File: src/core/lpmc_pkg.sv
package lpmc_pkg;

    // Clock rate and timing
    localparam int unsigned CLK_HZ = 20_000_000;
    localparam int unsigned CLK_NS = 50;
    localparam int unsigned BACKUP_WAKE_NS = 500_000;
    localparam int unsigned WAIT_WAKE_NS = 10_000;
    localparam int unsigned REG_START_NS = 400_000;
    // Longest times round down, least times round up
    localparam int unsigned BACKUP_WAKE_CYC = BACKUP_WAKE_NS / CLK_NS;
    localparam int unsigned WAIT_WAKE_CYC = WAIT_WAKE_NS / CLK_NS;
    localparam int unsigned REG_START_CYC = (REG_START_NS + CLK_NS - 1) / CLK_NS;
    localparam int unsigned RC_START_CYC = 16;
    localparam int unsigned CORE_RST_CYC = 8;

    localparam int unsigned NWAKE = 16;
    localparam int unsigned DEB_W = 16;
    localparam int unsigned CNT_W = 16;

    // Main clock source codes
    localparam logic [1:0] CLK_SRC_RC = 2'h0;
    localparam logic [1:0] CLK_SRC_XTAL = 2'h1;
    localparam logic [1:0] CLK_SRC_PLL = 2'h2;

    typedef enum logic [3:0] {
        LPMC_ACTIVE = 4'h0,
        LPMC_SLEEP = 4'h1,
        LPMC_WAIT = 4'h2,
        LPMC_BACKUP = 4'h3,
        LPMC_REG_UP = 4'h4,
        LPMC_CORE_RST = 4'h5,
        LPMC_RC_UP = 4'h6
    } lpmc_state_t;

endpackage

File: src/core/lpmc_wake_if.sv
`timescale 1ns/1ps
`default_nettype none
interface lpmc_wake_if;
    logic [15:0] wake_en;
    logic [15:0] deb_len;
    logic force_wake_en;
    logic backup_arm;
    logic backup_event;
    logic [15:0] fast_event;
    modport filt (input wake_en, deb_len, force_wake_en, backup_arm,
                  output backup_event, fast_event);
    modport ctl (output wake_en, deb_len, force_wake_en, backup_arm,
                 input backup_event, fast_event);
endinterface
`default_nettype wire

File: src/core/lpmc_sync3.sv
`timescale 1ns/1ps
`default_nettype none
module lpmc_sync3 import lpmc_pkg::*; #(
    parameter int unsigned W = 1
) (
    // Clock and reset
    input wire logic clk,
    input wire logic nrst,
    // Pins
    input wire logic [W-1:0] pin,
    output logic [W-1:0] level
);
    typedef struct packed {
        logic [W-1:0] s1;
        logic [W-1:0] s2;
        logic [W-1:0] s3;
        logic [W-1:0] lvl;
    } lpmc_sync_t;
    lpmc_sync_t st_r, st_nxt;

    // Change counts once second and third stages agree
    always_comb begin
        st_nxt = st_r;
        st_nxt.s1 = pin;
        st_nxt.s2 = st_r.s1;
        st_nxt.s3 = st_r.s2;
        for (int i = 0; i < W; i++) begin
            if (st_r.s2[i] == st_r.s3[i]) begin
                st_nxt.lvl[i] = st_r.s3[i];
            end
        end
    end

    // Pins idle high (pull-ups)
    always_ff @(posedge clk or negedge nrst) begin
        if (!nrst) begin
            st_r <= '1;
        end else begin
            st_r <= st_nxt;
        end
    end

    assign level = st_r.lvl;
endmodule
`default_nettype wire

File: src/core/lpmc_wake_filter.sv
`timescale 1ns/1ps
`default_nettype none
module lpmc_wake_filter import lpmc_pkg::*; (
    // Clock and reset
    input wire logic clk,
    input wire logic nrst,
    // Synchronised pin levels
    input wire logic fw_lvl,
    input wire logic [NWAKE-1:0] wk_lvl,
    // Control side
    lpmc_wake_if.filt wif
);
    typedef struct packed {
        logic [NWAKE-1:0] stable;
        logic [NWAKE-1:0] fast_lvl;
        logic [NWAKE*DEB_W-1:0] wcnt;
        logic [DEB_W-1:0] fcnt;
        logic fire;
    } lpmc_filt_t;
    lpmc_filt_t st_r, st_nxt;

    always_comb begin
        st_nxt = st_r;
        st_nxt.fire = 1'b0;
        // Force-wake: low level held for the debounce length
        if (!fw_lvl && wif.force_wake_en && wif.backup_arm) begin
            if (st_r.fcnt >= wif.deb_len) begin
                st_nxt.fire = 1'b1;
            end else begin
                st_nxt.fcnt = st_r.fcnt + 1'b1;
            end
        end else begin
            st_nxt.fcnt = '0;
        end
        // Each input: a new level must stand the debounce length
        for (int i = 0; i < NWAKE; i++) begin
            if (wk_lvl[i] == st_r.stable[i]) begin
                st_nxt.wcnt[i*DEB_W +: DEB_W] = '0;
            end else if (st_r.wcnt[i*DEB_W +: DEB_W] >= wif.deb_len) begin
                st_nxt.stable[i] = wk_lvl[i];
                st_nxt.wcnt[i*DEB_W +: DEB_W] = '0;
                if (wif.wake_en[i] && wif.backup_arm) begin
                    st_nxt.fire = 1'b1;
                end
            end else begin
                st_nxt.wcnt[i*DEB_W +: DEB_W] = st_r.wcnt[i*DEB_W +: DEB_W] + 1'b1;
            end
        end
        // Fast start-up uses the raw low level, no debounce
        st_nxt.fast_lvl = ~wk_lvl & wif.wake_en;
    end

    always_ff @(posedge clk or negedge nrst) begin
        if (!nrst) begin
            st_r <= '0;
            st_r.stable <= '1;
        end else begin
            st_r <= st_nxt;
        end
    end

    assign wif.backup_event = st_r.fire;
    assign wif.fast_event = st_r.fast_lvl;

    a_fw_debounce: assert property (@(posedge clk) disable iff (!nrst)
        (st_r.fcnt != '0 && $past(fw_lvl)) |-> 1'b0)
        else $error("force-wake counter ran while pin was high");
endmodule
`default_nettype wire

File: src/core/lpmc_top.sv
// What this block does
// - Event wait with deep sleep set enters backup, regulator switched off.
// - Backup domain logic stays powered; only core supply is cut.
// - Enabled force-wake pin held low past debounce ends backup.
// - Each enabled wake input ends backup on a debounced level change.
// - Enabled supply monitor, clock and timer alarms also end backup.
// - Backup wake-up reaches first fetch within 0.5 ms.
// - Event wait with low-power bit set, deep sleep clear, enters wait.
// - Wait stops core, peripheral and memory clocks, power kept.
// - Wait ends on fast wake input, clock alarm, timer alarm or USB.
// - Wait exit under 10 us; core reclocked, not reset.
// - Either wait with low-power bit and deep sleep clear enters sleep.
// - Sleep stops only the core clock.
// - Interrupt wait ends on interrupt; event wait on any event.
// - Active core clock from RC, crystal or PLL, with peripheral gating.
// - Regulator managed here; shut down output pulled to ground.
// - After regulator restart wait 400 us before releasing core.
// - Backup wake event automatically restarts core supply.
// - Fast start-up restarts RC, switches main clock, re-clocks core.
`timescale 1ns/1ps
`default_nettype none
module lpmc_top import lpmc_pkg::*; #(
    parameter int unsigned REG_START_CYCLES = REG_START_CYC
) (
    // Clock and reset
    input wire logic clk,
    input wire logic nrst,
    // Core sleep request
    input wire logic core_wfe,
    input wire logic core_wfi,
    input wire logic deep_sleep_bit,
    input wire logic core_irq,
    // Configuration
    input wire logic low_power_select_bit,
    input wire logic [1:0] clk_src_sel,
    input wire logic [31:0] periph_clk_en,
    input wire logic [15:0] debounce_len,
    input wire logic force_wake_en,
    input wire logic [NWAKE-1:0] wake_inputs_en,
    input wire logic sm_wake_en,
    input wire logic rtc_wake_en,
    input wire logic rtt_wake_en,
    input wire logic fast_rtc_en,
    input wire logic fast_rtt_en,
    input wire logic fast_usb_en,
    // Wake sources
    input wire logic force_wake_pin,
    input wire logic [NWAKE-1:0] wake_inputs,
    input wire logic supply_monitor_alarm,
    input wire logic rtc_alarm,
    input wire logic real_time_timer_alarm,
    input wire logic usb_wake,
    // Oscillator status
    input wire logic fast_rc_ready,
    // Clock and power controls
    output logic core_clk_en,
    output logic [31:0] periph_clk_gate,
    output logic mem_clk_en,
    output logic [1:0] main_clk_src,
    output logic fast_rc_enable_bit,
    output logic regulator_shutdown_ctl,
    output logic regulator_pulldown,
    output logic core_power_on,
    output logic core_rst_n,
    output logic backup_domain_on,
    // Status
    output logic [3:0] mode_state,
    output logic wake_done
);
    // -------------------------------------------------------------
    // Synchronisers and wake filter
    // -------------------------------------------------------------
    logic [NWAKE:0] pin_lvl;
    logic [3:0] alarm_lvl;
    lpmc_wake_if wif ();

    lpmc_sync3 #(.W(NWAKE + 1)) u_sync_pins (
        .clk(clk),
        .nrst(nrst),
        .pin({force_wake_pin, wake_inputs}),
        .level(pin_lvl)
    );

    // Alarms and USB wake cross from other domains
    lpmc_sync3 #(.W(4)) u_sync_alarm (
        .clk(clk),
        .nrst(nrst),
        .pin(~{supply_monitor_alarm, rtc_alarm, real_time_timer_alarm, usb_wake}),
        .level(alarm_lvl)
    );

    lpmc_wake_filter u_filt (
        .clk(clk),
        .nrst(nrst),
        .fw_lvl(pin_lvl[NWAKE]),
        .wk_lvl(pin_lvl[NWAKE-1:0]),
        .wif(wif)
    );

    // -------------------------------------------------------------
    // State
    // -------------------------------------------------------------
    typedef struct packed {
        lpmc_state_t st;
        logic [CNT_W-1:0] cnt;
        logic [CNT_W-1:0] wake_cnt;
        logic by_wfe;
        logic wake_from_backup;
        logic [1:0] clk_src;
        logic rc_en;
        logic done;
    } lpmc_ctl_t;
    lpmc_ctl_t st_r, st_nxt;

    logic sm_al, rtc_al, rtt_al, usb_wk;
    logic backup_wake, fast_wake, sleep_wake;

    assign sm_al = ~alarm_lvl[3];
    assign rtc_al = ~alarm_lvl[2];
    assign rtt_al = ~alarm_lvl[1];
    assign usb_wk = ~alarm_lvl[0];

    assign wif.wake_en = wake_inputs_en;
    assign wif.deb_len = debounce_len;
    assign wif.force_wake_en = force_wake_en;
    assign wif.backup_arm = (st_r.st == LPMC_BACKUP);

    // Backup wake sources
    assign backup_wake = wif.backup_event
        || (sm_wake_en && sm_al)
        || (rtc_wake_en && rtc_al)
        || (rtt_wake_en && rtt_al);
    // Fast start-up sources for wait and event sleep
    assign fast_wake = (|wif.fast_event)
        || (fast_rtc_en && rtc_al)
        || (fast_rtt_en && rtt_al)
        || (fast_usb_en && usb_wk);
    // Interrupt wait ends on interrupt only
    assign sleep_wake = st_r.by_wfe ? (core_irq || fast_wake) : core_irq;

    // -------------------------------------------------------------
    // Mode sequencer
    // -------------------------------------------------------------
    always_comb begin
        st_nxt = st_r;
        st_nxt.done = 1'b0;
        if (st_r.st != LPMC_ACTIVE && st_r.st != LPMC_SLEEP && st_r.st != LPMC_WAIT
            && st_r.st != LPMC_BACKUP) begin
            st_nxt.wake_cnt = st_r.wake_cnt + 1'b1;
        end
        case (st_r.st)
            LPMC_ACTIVE: begin
                st_nxt.clk_src = clk_src_sel;
                st_nxt.rc_en = 1'b1;
                if (core_wfe && deep_sleep_bit) begin
                    st_nxt.st = LPMC_BACKUP;
                end else if (core_wfe && low_power_select_bit) begin
                    st_nxt.st = LPMC_WAIT;
                    st_nxt.rc_en = 1'b0;
                end else if ((core_wfe || core_wfi) && !deep_sleep_bit) begin
                    st_nxt.st = LPMC_SLEEP;
                    st_nxt.by_wfe = core_wfe;
                end
            end
            LPMC_SLEEP: begin
                if (sleep_wake) begin
                    st_nxt.st = LPMC_ACTIVE;
                    st_nxt.done = 1'b1;
                end
            end
            LPMC_WAIT: begin
                if (fast_wake) begin
                    st_nxt.st = LPMC_RC_UP;
                    st_nxt.rc_en = 1'b1;
                    st_nxt.clk_src = CLK_SRC_RC;
                    st_nxt.cnt = '0;
                    st_nxt.wake_cnt = '0;
                    st_nxt.wake_from_backup = 1'b0;
                end
            end
            LPMC_BACKUP: begin
                if (backup_wake) begin
                    st_nxt.st = LPMC_REG_UP;
                    st_nxt.cnt = '0;
                    st_nxt.wake_cnt = '0;
                    st_nxt.wake_from_backup = 1'b1;
                end
            end
            LPMC_REG_UP: begin
                st_nxt.cnt = st_r.cnt + 1'b1;
                if (st_r.cnt >= CNT_W'(REG_START_CYCLES - 1)) begin
                    st_nxt.st = LPMC_RC_UP;
                    st_nxt.rc_en = 1'b1;
                    st_nxt.clk_src = CLK_SRC_RC;
                    st_nxt.cnt = '0;
                end
            end
            LPMC_RC_UP: begin
                st_nxt.cnt = st_r.cnt + 1'b1;
                if (fast_rc_ready || st_r.cnt >= CNT_W'(RC_START_CYC - 1)) begin
                    st_nxt.cnt = '0;
                    if (st_r.wake_from_backup) begin
                        st_nxt.st = LPMC_CORE_RST;
                    end else begin
                        st_nxt.st = LPMC_ACTIVE;
                        st_nxt.done = 1'b1;
                    end
                end
            end
            LPMC_CORE_RST: begin
                st_nxt.cnt = st_r.cnt + 1'b1;
                if (st_r.cnt >= CNT_W'(CORE_RST_CYC - 1)) begin
                    st_nxt.st = LPMC_ACTIVE;
                    st_nxt.done = 1'b1;
                    st_nxt.wake_from_backup = 1'b0;
                end
            end
            default: begin
                st_nxt.st = LPMC_ACTIVE;
            end
        endcase
    end

    always_ff @(posedge clk or negedge nrst) begin
        if (!nrst) begin
            st_r <= '0;
            st_r.st <= LPMC_ACTIVE;
            st_r.clk_src <= CLK_SRC_RC;
            st_r.rc_en <= 1'b1;
        end else begin
            st_r <= st_nxt;
        end
    end

    // -------------------------------------------------------------
    // Outputs
    // -------------------------------------------------------------
    logic powered;
    assign powered = (st_r.st != LPMC_BACKUP) && (st_r.st != LPMC_REG_UP);

    // Core clock only in active; sleep keeps peripherals clocked
    assign core_clk_en = (st_r.st == LPMC_ACTIVE);
    assign periph_clk_gate = (st_r.st == LPMC_ACTIVE || st_r.st == LPMC_SLEEP)
        ? periph_clk_en : 32'h0000_0000;
    assign mem_clk_en = (st_r.st == LPMC_ACTIVE || st_r.st == LPMC_SLEEP);
    assign main_clk_src = st_r.clk_src;
    assign fast_rc_enable_bit = st_r.rc_en;
    // Low means regulator off, as the pin level convention
    assign regulator_shutdown_ctl = (st_r.st != LPMC_BACKUP);
    assign regulator_pulldown = (st_r.st == LPMC_BACKUP);
    assign core_power_on = powered;
    // Held through RC start too, so a backup wake never lets the core run early
    assign core_rst_n = powered && !st_r.wake_from_backup;
    assign backup_domain_on = 1'b1;
    assign mode_state = st_r.st;
    assign wake_done = st_r.done;

    // -------------------------------------------------------------
    // Checks
    // -------------------------------------------------------------
    a_backup_entry: assert property (@(posedge clk) disable iff (!nrst)
        (st_r.st == LPMC_ACTIVE && core_wfe && deep_sleep_bit) |=> !regulator_shutdown_ctl)
        else $error("backup entry did not shut regulator");
    a_wait_entry: assert property (@(posedge clk) disable iff (!nrst)
        (st_r.st == LPMC_ACTIVE && core_wfe && !deep_sleep_bit && low_power_select_bit)
        |=> (st_r.st == LPMC_WAIT && !core_clk_en && !mem_clk_en))
        else $error("wait entry failed");
    a_wait_power: assert property (@(posedge clk) disable iff (!nrst)
        (st_r.st == LPMC_WAIT) |-> (core_power_on && periph_clk_gate == 32'h0000_0000))
        else $error("wait mode power or clocks wrong");
    a_sleep_entry: assert property (@(posedge clk) disable iff (!nrst)
        (st_r.st == LPMC_ACTIVE && core_wfi && !core_wfe && !deep_sleep_bit)
        |=> st_r.st == LPMC_SLEEP)
        else $error("sleep entry failed");
    a_sleep_clocks: assert property (@(posedge clk) disable iff (!nrst)
        (st_r.st == LPMC_SLEEP) |-> (!core_clk_en && periph_clk_gate == periph_clk_en))
        else $error("sleep clock gating wrong");
    a_wfi_irq_only: assert property (@(posedge clk) disable iff (!nrst)
        (st_r.st == LPMC_SLEEP && !st_r.by_wfe && !core_irq) |=> st_r.st == LPMC_SLEEP)
        else $error("interrupt sleep left without interrupt");
    a_wait_wake_time: assert property (@(posedge clk) disable iff (!nrst)
        (st_r.st == LPMC_WAIT && fast_wake) |-> ##[1:40] (core_clk_en && core_rst_n))
        else $error("wait wake-up too slow");
    a_reg_settle: assert property (@(posedge clk) disable iff (!nrst)
        (st_r.st == LPMC_REG_UP) |-> !core_rst_n)
        else $error("core released during regulator start");
    a_backup_time: assert property (@(posedge clk) disable iff (!nrst)
        (st_r.st != LPMC_ACTIVE && st_r.wake_from_backup)
        |-> st_r.wake_cnt < CNT_W'(BACKUP_WAKE_CYC))
        else $error("backup wake-up over budget");
    a_rc_switch: assert property (@(posedge clk) disable iff (!nrst)
        (st_r.st == LPMC_WAIT && fast_wake) |=> (main_clk_src == CLK_SRC_RC && fast_rc_enable_bit))
        else $error("fast start-up did not switch to RC");
endmodule
`default_nettype wire

File: config.mk
export PLATFORM = sky130hd
export DESIGN_NAME = lpmc_top
export DESIGN_NICKNAME = d
export VERILOG_FILES = /design/src/core/lpmc_pkg.sv /design/src/core/lpmc_wake_if.sv /design/src/core/lpmc_sync3.sv /design/src/core/lpmc_wake_filter.sv /design/src/core/lpmc_top.sv
export SDC_FILE = /design/constraint.sdc
export NUM_CORES = 1
export LEC_CHECK = 0
export ABC_AREA = 1
export BUFFER_PORTS_ARGS = -buffer_cell sky130_fd_sc_hd__buf_2
export CAP_MARGIN = 30
export CORE_ASPECT_RATIO = 1.75
export CORE_MARGIN = 2
export CORE_UTILIZATION = 60
export DETAILED_ROUTE_END_ITERATION = 8
export GPL_TIMING_DRIVEN = 0
export PLACE_DENSITY = 0.79
export SYNTH_ARGS = -nofsm -noshare
export SYNTH_HDL_FRONTEND = slang
export SYNTH_HIERARCHICAL = 1
export SYNTH_SLANG_ARGS = --single-unit
export TNS_END_PERCENT = 1
File: constraint.sdc
create_clock -name clk -period 2.32 [get_ports clk]
set_input_delay 0.464 -clock clk [delete_from_list [all_inputs] [get_ports clk]]
set_output_delay 0.464 -clock clk [all_outputs]
set_load 0.02 [all_outputs]
# After elaboration in Yosys (flattened, before gate mapping)
# Cells that the tools add are included.
# Widths: inputs -> output; s select.
[totals]
reg_bits = 431
latchBits = 0
mem_bits_rw = 0
mem_bits_ro = 0
inputBits = 102
elab_cells = 359
mem_count = 0
[op_classes]
addsub = 19
multipliers = 0
div = 0
n_lt_le_gt_ge = 20
n_eq_ne = 55
shift = 0
n_mux = 113
bitwise_logic = 25
n_reduce_logical = 72
[op_table]
columns = ["operator", "n"]
rows = [
  ["$mux 16", 35],
  ["$add 16x1->16 const B", 19],
  ["$ge 16x16->1", 17],
  ["$pmux 16 s5", 1],
  ["$mux 36", 2],
  ["$mux 1", 59],
  ["$mux 20", 2],
  ["$eq 1x1->1", 37],
  ["$logic_and 1x1->1", 32],
  ["$mux 32", 1],
  ["$pmux 16 s2", 1],
  ["$reduce_and 2->1", 16],
  ["$pmux 4 s7", 1],
  ["$mux 4", 6],
  ["$not 1->1", 22],
  ["$and 16x16->16", 1],
  ["$ge 16x13->1 const B", 1],
  ["$ge 16x3->1 const B", 1],
  ["$ge 16x4->1 const B", 1],
  ["$not 16->16", 1],
  ["$reduce_or 16->1", 1],
  ["$ne 2x2->1 const B", 7],
  ["$eq 4x3->1 const B", 3],
  ["$logic_or 1x1->1", 10],
  ["17 further kinds", 27],
]

# Logic depth before layout (Yosys ltp)
# Gate-level depths: netlist of run 1.
[depth]
word_depth = 52
mapped_depth = 17
ltp_nobuf = 17

# Modules after synthesis
# The synthesis of run 1 kept the hierarchy.
[by_module_without_submodules]
columns = ["mod", "instances", "cells_each", "area_each_um2", "seq_area_each_um2"]
rows = [
  ["lpmc_wake_filter", 1, 2567, 21304.2, 7652.3],
  ["lpmc_top", 1, 379, 2239.6, 626.9],
  ["lpmc_sync3 at u_sync_pins", 1, 153, 2190.9, 1786.7],
  ["lpmc_sync3 at u_sync_alarm", 1, 36, 515.5, 420.4],
]

# Worst setup path after synthesis of run 1
# OpenSTA, ideal clock, no wires.
[synth_timing]
path_kind = "input -> register"
startpoint = "input port debounce_len[11]"
endpoint = "register u_filt/st_r[81] in the netlist's numbering"
arrival_time_ns = 2.140
t_required_ns = 2.248
slack_ns = 0.109
path_stages = 11
n_path_buf = 2
path_cell_list = "inv_1 > ha_1 > nand2_1 > nand2_1 > o21bai_1 > a21oi_1 > nand3_1 > or2_1 > buf_2 > buf_2 > nor2_1"
[synth_rtl]
columns = ["item", "line_no", "text"]
rows = [
  ["start, declared", "lpmc_top.sv:37", "input wire logic [15:0] debounce_len,"],
  ["end signal, assigned", "lpmc_wake_filter.sv:58", "st_r <= st_nxt;"],
  ["end, declared", "lpmc_wake_filter.sv:20", "lpmc_filt_t st_r, st_nxt;"],
]

==> results.py, run 1 <==
metrics = {
    "final_layout": {
        "drive_gt1_share_pct": 17.58,
        "fin_nets": 3762,
        "final_core_util_pct": 69.22,
        "area_delta_synth_final_pct": 14.30,
        "stdcell_count": 3968,
    },
    "detailed_routing": {
        "wl_um": 67120,
        "drc": 0,
        "ant_nets": 0,
        "vias_per_cell": 5.587,
        "num_vias": 22171,
        "drt_iter0_drc": 1553,
        "first_pass_iters": 6,
        "wl_per_cell_um": 16.91,
    },
    "sta": {
        "clock-skew-final_ns": 0.02306,
        "slew_violations": 0,
        "clock.fmax_mhz": 420.6,
        "rsz0062_at_grt": "yes",
        "finalSetupViolations": 17,
        "fin_crit_sh_pct": 102.5,
        "setup_tns_ns": -0.2677,
        "worst_pin_slew_ns": 0.7920,
        "max_slew_margin_pct": 47.14,
        "period_minus_slack_ns": 2.377,
        "fin_hold_ws_ns": 0.01683,
        "layout_setup_ws_ns": -0.05749,
        "hold_violations": 0,
    },
    "global_route": {
        "grt_max_degree": 118,
        "gr-total-overflow": 0,
        "antenna_found_initial": 1,
        "first_global_vias": 22540,
        "grt_usage_pct": 29.43,
        "grt_first_pass_wirelength_um": 107300,
    },
    "die": {
        "io_pins": 149,
        "dieArea_mm2": 0.04551,
        "die-height_um": 280.7,
        "core_area_mm2": 0.04335,
        "rows": 101,
        "initial_core_util_pct": 60.56,
        "die-width_um": 162.1,
    },
    "logic_synthesis": {
        "synth_common_cells": "nand2_1 (558), nor2_1 (466), inv_1 (392)",
        "ys_ff_latch": 414,
        "ys_warn_count": 6,
        "synth_top_area_share_pct": 29.84,
        "ys.flop_type": "dfrtp_1",
        "yosysUniqueCellTypes": 44,
        "synth-edff-count": 0,
        "yosys.cell_count.top_type": "nand2_1",
        "synth-async-reset-ratio_pct": 100.0,
        "yosys-top-cells-area": "dfrtp_1 (30%), ha_1 (14%), dfstp_2 (10%)",
        "syn_area_mm2": 0.02625,
        "synth_seq_area_share_pct": 39.95,
        "avgSynthCellArea_um2": 8.373,
        "syn_nets": 3527,
        "synth_top_cell_by_area": "dfrtp_1",
        "synthCells": 3135,
    },
    "placed_design": {
        "dp_hpwl_um": 48830,
        "port_buffers": 146,
        "place.gp.congestion": 0.9248,
        "dp_cells": 3865,
    },
    "clock_tree": {
        "tritoncts": "yes",
        "clockBufferDepth": 3,
        "root_buffer": "clkbuf_16",
        "cts.sink_count": 414,
        "clk_pin_slew_worst_paths_ns": 0.06,
        "htreeDepth": 2,
        "cts_buffers": 39,
        "clkLatencyLatePin_ns": 0.56,
    },
    "worst_setup_path": {
        "crit_start": "debounce_len[11]",
        "r2r-end": "u_filt/st_r[13]",
        "end_kind": "flop",
        "worstSetupEndpoint": "u_filt/st_r[175]",
        "cp.required_ns": 2.79,
        "regToRegStartpoint": "mode_state[2]",
        "rr_worst_depth": 10,
        "critPathArrivalTime_ns": 2.85,
        "crit_fanout": 12,
        "reg2reg_slack_ns": 0.05,
        "start_kind": "input pin",
        "path_class": "input pin to flop",
    },
    "power": {
        "peakVddDrop_uv": 687.2,
        "power.density_mw_per_mm2": 623.2,
        "leakage_nw": 15.02,
    },
    "flow_run": {
        "maxCapViolCount": 0,
    },
    "worst_hold_path": {
        "hold_path_class": "input pin to flop",
    },
    "run_status": {
        "status": "complete, but fails checks",
        "violations": "setup timing",
    },
}
state kept, by name, indices dropped and copies added, names as in the netlist, 8 cells and up:
signal / flops
u_sync_pins/st_r: 17
u_sync_pins/level: 17
u_sync_pins/st_nxt: 34
st_r: 18
u_sync_alarm/st_nxt: 8
u_filt/st_r: 288
u_filt/wif.fast_event: 16
worst max-delay path: stages:
cell,delay [ns]
buf_2,0.11
inv_1,0.40
buf_16,0.25
ha_1,0.28
a21oi_1,0.16
o21ai_0,0.14
a21oi_1,0.21
nand4_1,0.35
buf_2,0.32
nor2_1,0.15
report_power, final:
part	leakage (nW)	internal [mW]	total, mW	switching, mW
logic	9.04	1.64	4.38	2.74
clock network	0.611	3.56	6.37	2.82
registers	5.36	7.65	7.95	0.295
total	15.0	12.8	18.7	5.85
layout by cell type, fill, tap and decap left out, types with 12 or more instances in the layout:
cell type        n
buf_2          126
o21ai_0         58
nor2_4          12
nand3_1        142
mux2_2          13
nor3_2          22
nor2_2          56
dlygate4sd3_1   14
o21a_1          12
buf_6           18
clkbuf_1        16
a21oi_1        148
nor3_4          14
inv_1          381
buf_4           79
xnor2_1         50
o21bai_1        18
nor2_1         444
xor2_1         124
nor3b_1         24
dfrtp_1        311
dfstp_2        101
nor3_1          85
ha_1           290
nor4_1          20
buf_16          14
a31oi_1         22
nand4_1         51
clkbuf_16       39
nand2_1        556
nand3_2         28
layout make-up:
type,instances,area [um^2]
multi-input combinational,2250,13900
timing repair buffer,194,1615
inverter,400,1544
fill,3333,13340
antenna,1,2.502
tap,566,708.2
clock inverter,12,121.4
sequential,414,10490
buffer,71,508.0
clock buffer,60,1115
worst min-delay path by stage:
stage / to / from / cells past startpoint / slack, ns
global route: u_sync_pins/st_nxt[45] / wake_inputs[11] / 1 / 0.003
floorplan: main_clk_src[0] / nrst / 0 / 0.17
detailed placement: u_sync_alarm/st_nxt[5] / u_sync_alarm/st_nxt[9] / 0 / 0.35
CTS: u_sync_pins/st_nxt[35] / wake_inputs[1] / 1 / 0.0002
finish: u_sync_pins/st_nxt[35] / wake_inputs[1] / 1 / 0.02
global placement: u_sync_pins/st_nxt[25] / u_sync_pins/st_nxt[42] / 0 / 0.35
cell families (layout without fill, tap and decap cells):
family                     count (synthesis)  count (layout)  synth area share [%]
and+or+nand+nor                         1491            1491                 26.43
buffers and inverters                    471             737                 7.498
DFF                                      414             414                 39.95
adders and majority gates                290             290                 13.82
AOI/OAI and AO/OA                        280             280                 5.906
xor gates and xnor gates                 174             174                 5.806
muxes                                     13              13                0.5577
other                                      2               3               0.02861
per-stage QoR:
step	setup WS [ns]	instance area, um^2	total power, mW
after global routing	-0.1724	30010	19.56
after floorplan	0.1086	26250	10.49
after CTS	-0.1138	29730	18.63
after detailed placement	-0.7109	28140	11.91
final	-0.05749	30010	18.70
after global placement	-7.239	27690	11.66
routing by layer:
layer	track usage, %	wire, um	part of all wire (%)
met2	54.18	34800	52
met4	17.77	4272	6.4
met1	31.86	24810	37
met3	3.734	3227	4.8
met5	0	0	0
repair_timing:
item,4_1_cts,5_1_grt
gates cloned,0,0
buffers inserted,0,16
endpoints found under the hold margin,76,0
setup endpoints to repair,146,235
pin swaps,2,7
hold buffers,14,0
resized for setup,77,40
No activity file was read; power rests on OpenSTA's default activity.
==> run 2: changes to the inputs <==
--- a/config.mk
+++ b/config.mk
@@ -9,11 +9,10 @@
 export BUFFER_PORTS_ARGS = -buffer_cell sky130_fd_sc_hd__buf_2
 export CAP_MARGIN = 30
 export CORE_ASPECT_RATIO = 1.75
-export CORE_MARGIN = 2
 export CORE_UTILIZATION = 60
 export DETAILED_ROUTE_END_ITERATION = 8
 export GPL_TIMING_DRIVEN = 0
-export PLACE_DENSITY = 0.79
+export PLACE_DENSITY = 0.91
 export SYNTH_ARGS = -nofsm -noshare
 export SYNTH_HDL_FRONTEND = slang
 export SYNTH_HIERARCHICAL = 1
==> run 2 against run 1 <==
  * Final cell count up 0.20%
  * Combinational power up 6.2%
  * Hold slack about the same
  * Sequential power about the same
  * Register-to-register slack worse by 0.05 ns
  * Via count up 3.8%
  * Critical path depth down 2
  * The run still ends with setup timing left
  * Non-clock buffer count up 4
  * Largest power group unchanged
  * Global-route usage up 1.3 points
  * Fmax down 3.8%
  * Sequential share of layout area down 0.31 points
  * Core utilization up 0.82 points
==> results.py, run 2 (synthesis results as in run 1) <==
metrics = {
    "run_status": {
        "status": "complete, but fails checks",
        "violations": "setup timing",
    },
    "detailed_routing": {
        "num_vias": 23013,
        "first_pass_iters": 7,
        "drc": 0,
        "ant_nets": 0,
        "vias_per_cell": 5.788,
        "wl_um": 69500,
        "drt_iter0_drc": 1868,
        "wl_per_cell_um": 17.48,
    },
    "worst_hold_path": {
        "hold_depth": 2,
        "hold_path_class": "input pin to flop",
    },
    "global_route": {
        "antenna_found_initial": 0,
        "first_global_vias": 23574,
        "grt_max_degree": 109,
        "gr-total-overflow": 0,
        "grt_first_pass_wirelength_um": 110100,
        "grt_usage_pct": 30.73,
    },
    "power": {
        "power.density_mw_per_mm2": 638.0,
        "peakVddDrop_uv": 863.8,
        "leakage_nw": 15.10,
    },
    "clock_tree": {
        "htreeDepth": 2,
        "clockBufferDepth": 3,
        "clkLatencyLatePin_ns": 0.57,
        "tritoncts": "yes",
        "cts_buffers": 41,
        "clk_pin_slew_worst_paths_ns": 0.06,
        "root_buffer": "clkbuf_16",
        "cts.sink_count": 414,
    },
    "sta": {
        "slew_violations": 0,
        "layout_setup_ws_ns": -0.1518,
        "max_slew_margin_pct": 51.09,
        "period_minus_slack_ns": 2.472,
        "worst_pin_slew_ns": 0.7336,
        "fin_crit_sh_pct": 106.5,
        "fin_hold_ws_ns": 0.01727,
        "setup_tns_ns": -2.788,
        "hold_violations": 0,
        "finalSetupViolations": 36,
        "clock-skew-final_ns": 0.02039,
        "rsz0062_at_grt": "yes",
        "clock.fmax_mhz": 404.6,
    },
    "die": {
        "dieArea_mm2": 0.04462,
        "die-height_um": 278.7,
        "io_pins": 149,
        "initial_core_util_pct": 60.74,
        "rows": 101,
        "core_area_mm2": 0.04322,
        "die-width_um": 160.1,
    },
    "placed_design": {
        "postPlaceCellArea_mm2": 0.02817,
        "pre_cts_slack_ns": -0.7253,
        "place.gp.congestion": 0.8916,
        "port_buffers": 146,
        "dp_cells": 3865,
        "dp_hpwl_um": 46840,
    },
    "final_layout": {
        "final_cell_mix": "nand2_1 (556), nor2_1 (441), inv_1 (376)",
        "fin_nets": 3768,
        "drive_gt1_share_pct": 17.95,
        "nFillCells": 2843,
        "seq_area_mm2": 0.01049,
        "area_delta_synth_final_pct": 15.32,
        "finalInstanceArea_mm2": 0.03027,
        "stdcell_count": 3976,
        "largest_reg_flops": 288,
        "largest_register": "u_filt/st_r",
        "layout_commonest_cell": "nand2_1",
        "multi_input_area_mm2": 0.01392,
    },
    "worst_setup_path": {
        "cp.required_ns": 1.86,
        "path_class": "flop to output pin",
        "crit_fanout": 10,
        "reg2reg_slack_ns": 0,
        "end_kind": "output pin",
        "start_kind": "flop",
        "rr_worst_depth": 10,
        "critPathArrivalTime_ns": 2.01,
    },
    "flow_run": {
        "maxCapViolCount": 0,
    },
}
-- run 2: changes by cell type in the layout (fill, tap and decap cells not counted), moves of 3 or more --
cell	change
buf_4	-9
buf_6	+7
clkbuf_16	+4
clkbuf_8	+3
clkinvlp_4	+4
dlygate4sd3_1	+4
inv_1	-5
nor2_1	-3
nor3_2	+3
-- run 2: area by class of cell --
class | count | area share (%)
repair buffers | 198 | 5.716
inverters | 400 | 5.137
flip-flops and latches | 414 | 34.65
clock inverters | 9 | 0.2521
clock buffers | 67 | 4.150
well taps | 566 | 2.339
multi-input cells | 2250 | 45.99
plain buffers | 71 | 1.757
diodes | 1 | 0.008266
-- run 2: routing by layer --
layer	global-route usage [%]	routed length, um	vias up
met5	0	0	-
met4	22.56	5516	0
met3	5.229	4452	408
met2	55.11	35060	1077
met1	32.12	24470	10882
li1	-	-	10646
-- run 2: worst max-delay path: stages (launching register included) --
cell and delay (ns):
dfrtp_1 0.41, buf_6 0.16, nor3_4 0.20, inv_1 0.07, nand2_2 0.08, inv_4 0.06, buf_8 0.16, nor2_1 0.14
buf_4 0.16
-- run 2: what timing repair did --
item,in CTS,in global routing
pin swaps,2,8
hold buffers,18,0
cloned,0,0
setup buffers,11,5
endpoints found under the setup margin,120,198
gates resized for setup,62,83
hold endpoints to repair,51,0
-- run 2: final timing paths --
path,start,to
worst max-delay path,mode_state[1],periph_clk_gate[17]
worst min-delay path,rtc_alarm,u_sync_alarm/st_nxt[10]
worst max register to register,mode_state[2],u_filt/st_r[10]
worst min register to register,u_sync_pins/st_nxt[46],u_sync_pins/st_nxt[29]
max in group asynchronous,nrst,u_sync_pins/st_r[19]
min in group asynchronous,nrst,st_r[33]
-- run 2: report_power, final --
part	leakage (nW)	internal (mW)	total (mW)	switching, mW
registers	5.36	7.65	7.98	0.326
clock network	0.655	3.82	6.68	2.87
logic	9.08	1.73	4.65	2.92
total	15.1	13.2	19.3	6.11
-- run 2: stage by stage --
step	utilization, %	power, mW
2_1_floorplan	-	10.49
3_3_place_gp	64.07	11.64
3_5_place_dp	65.18	11.90
4_1_cts	69.39	18.91
5_1_grt	70.04	20.07
6_report	70.05	19.31
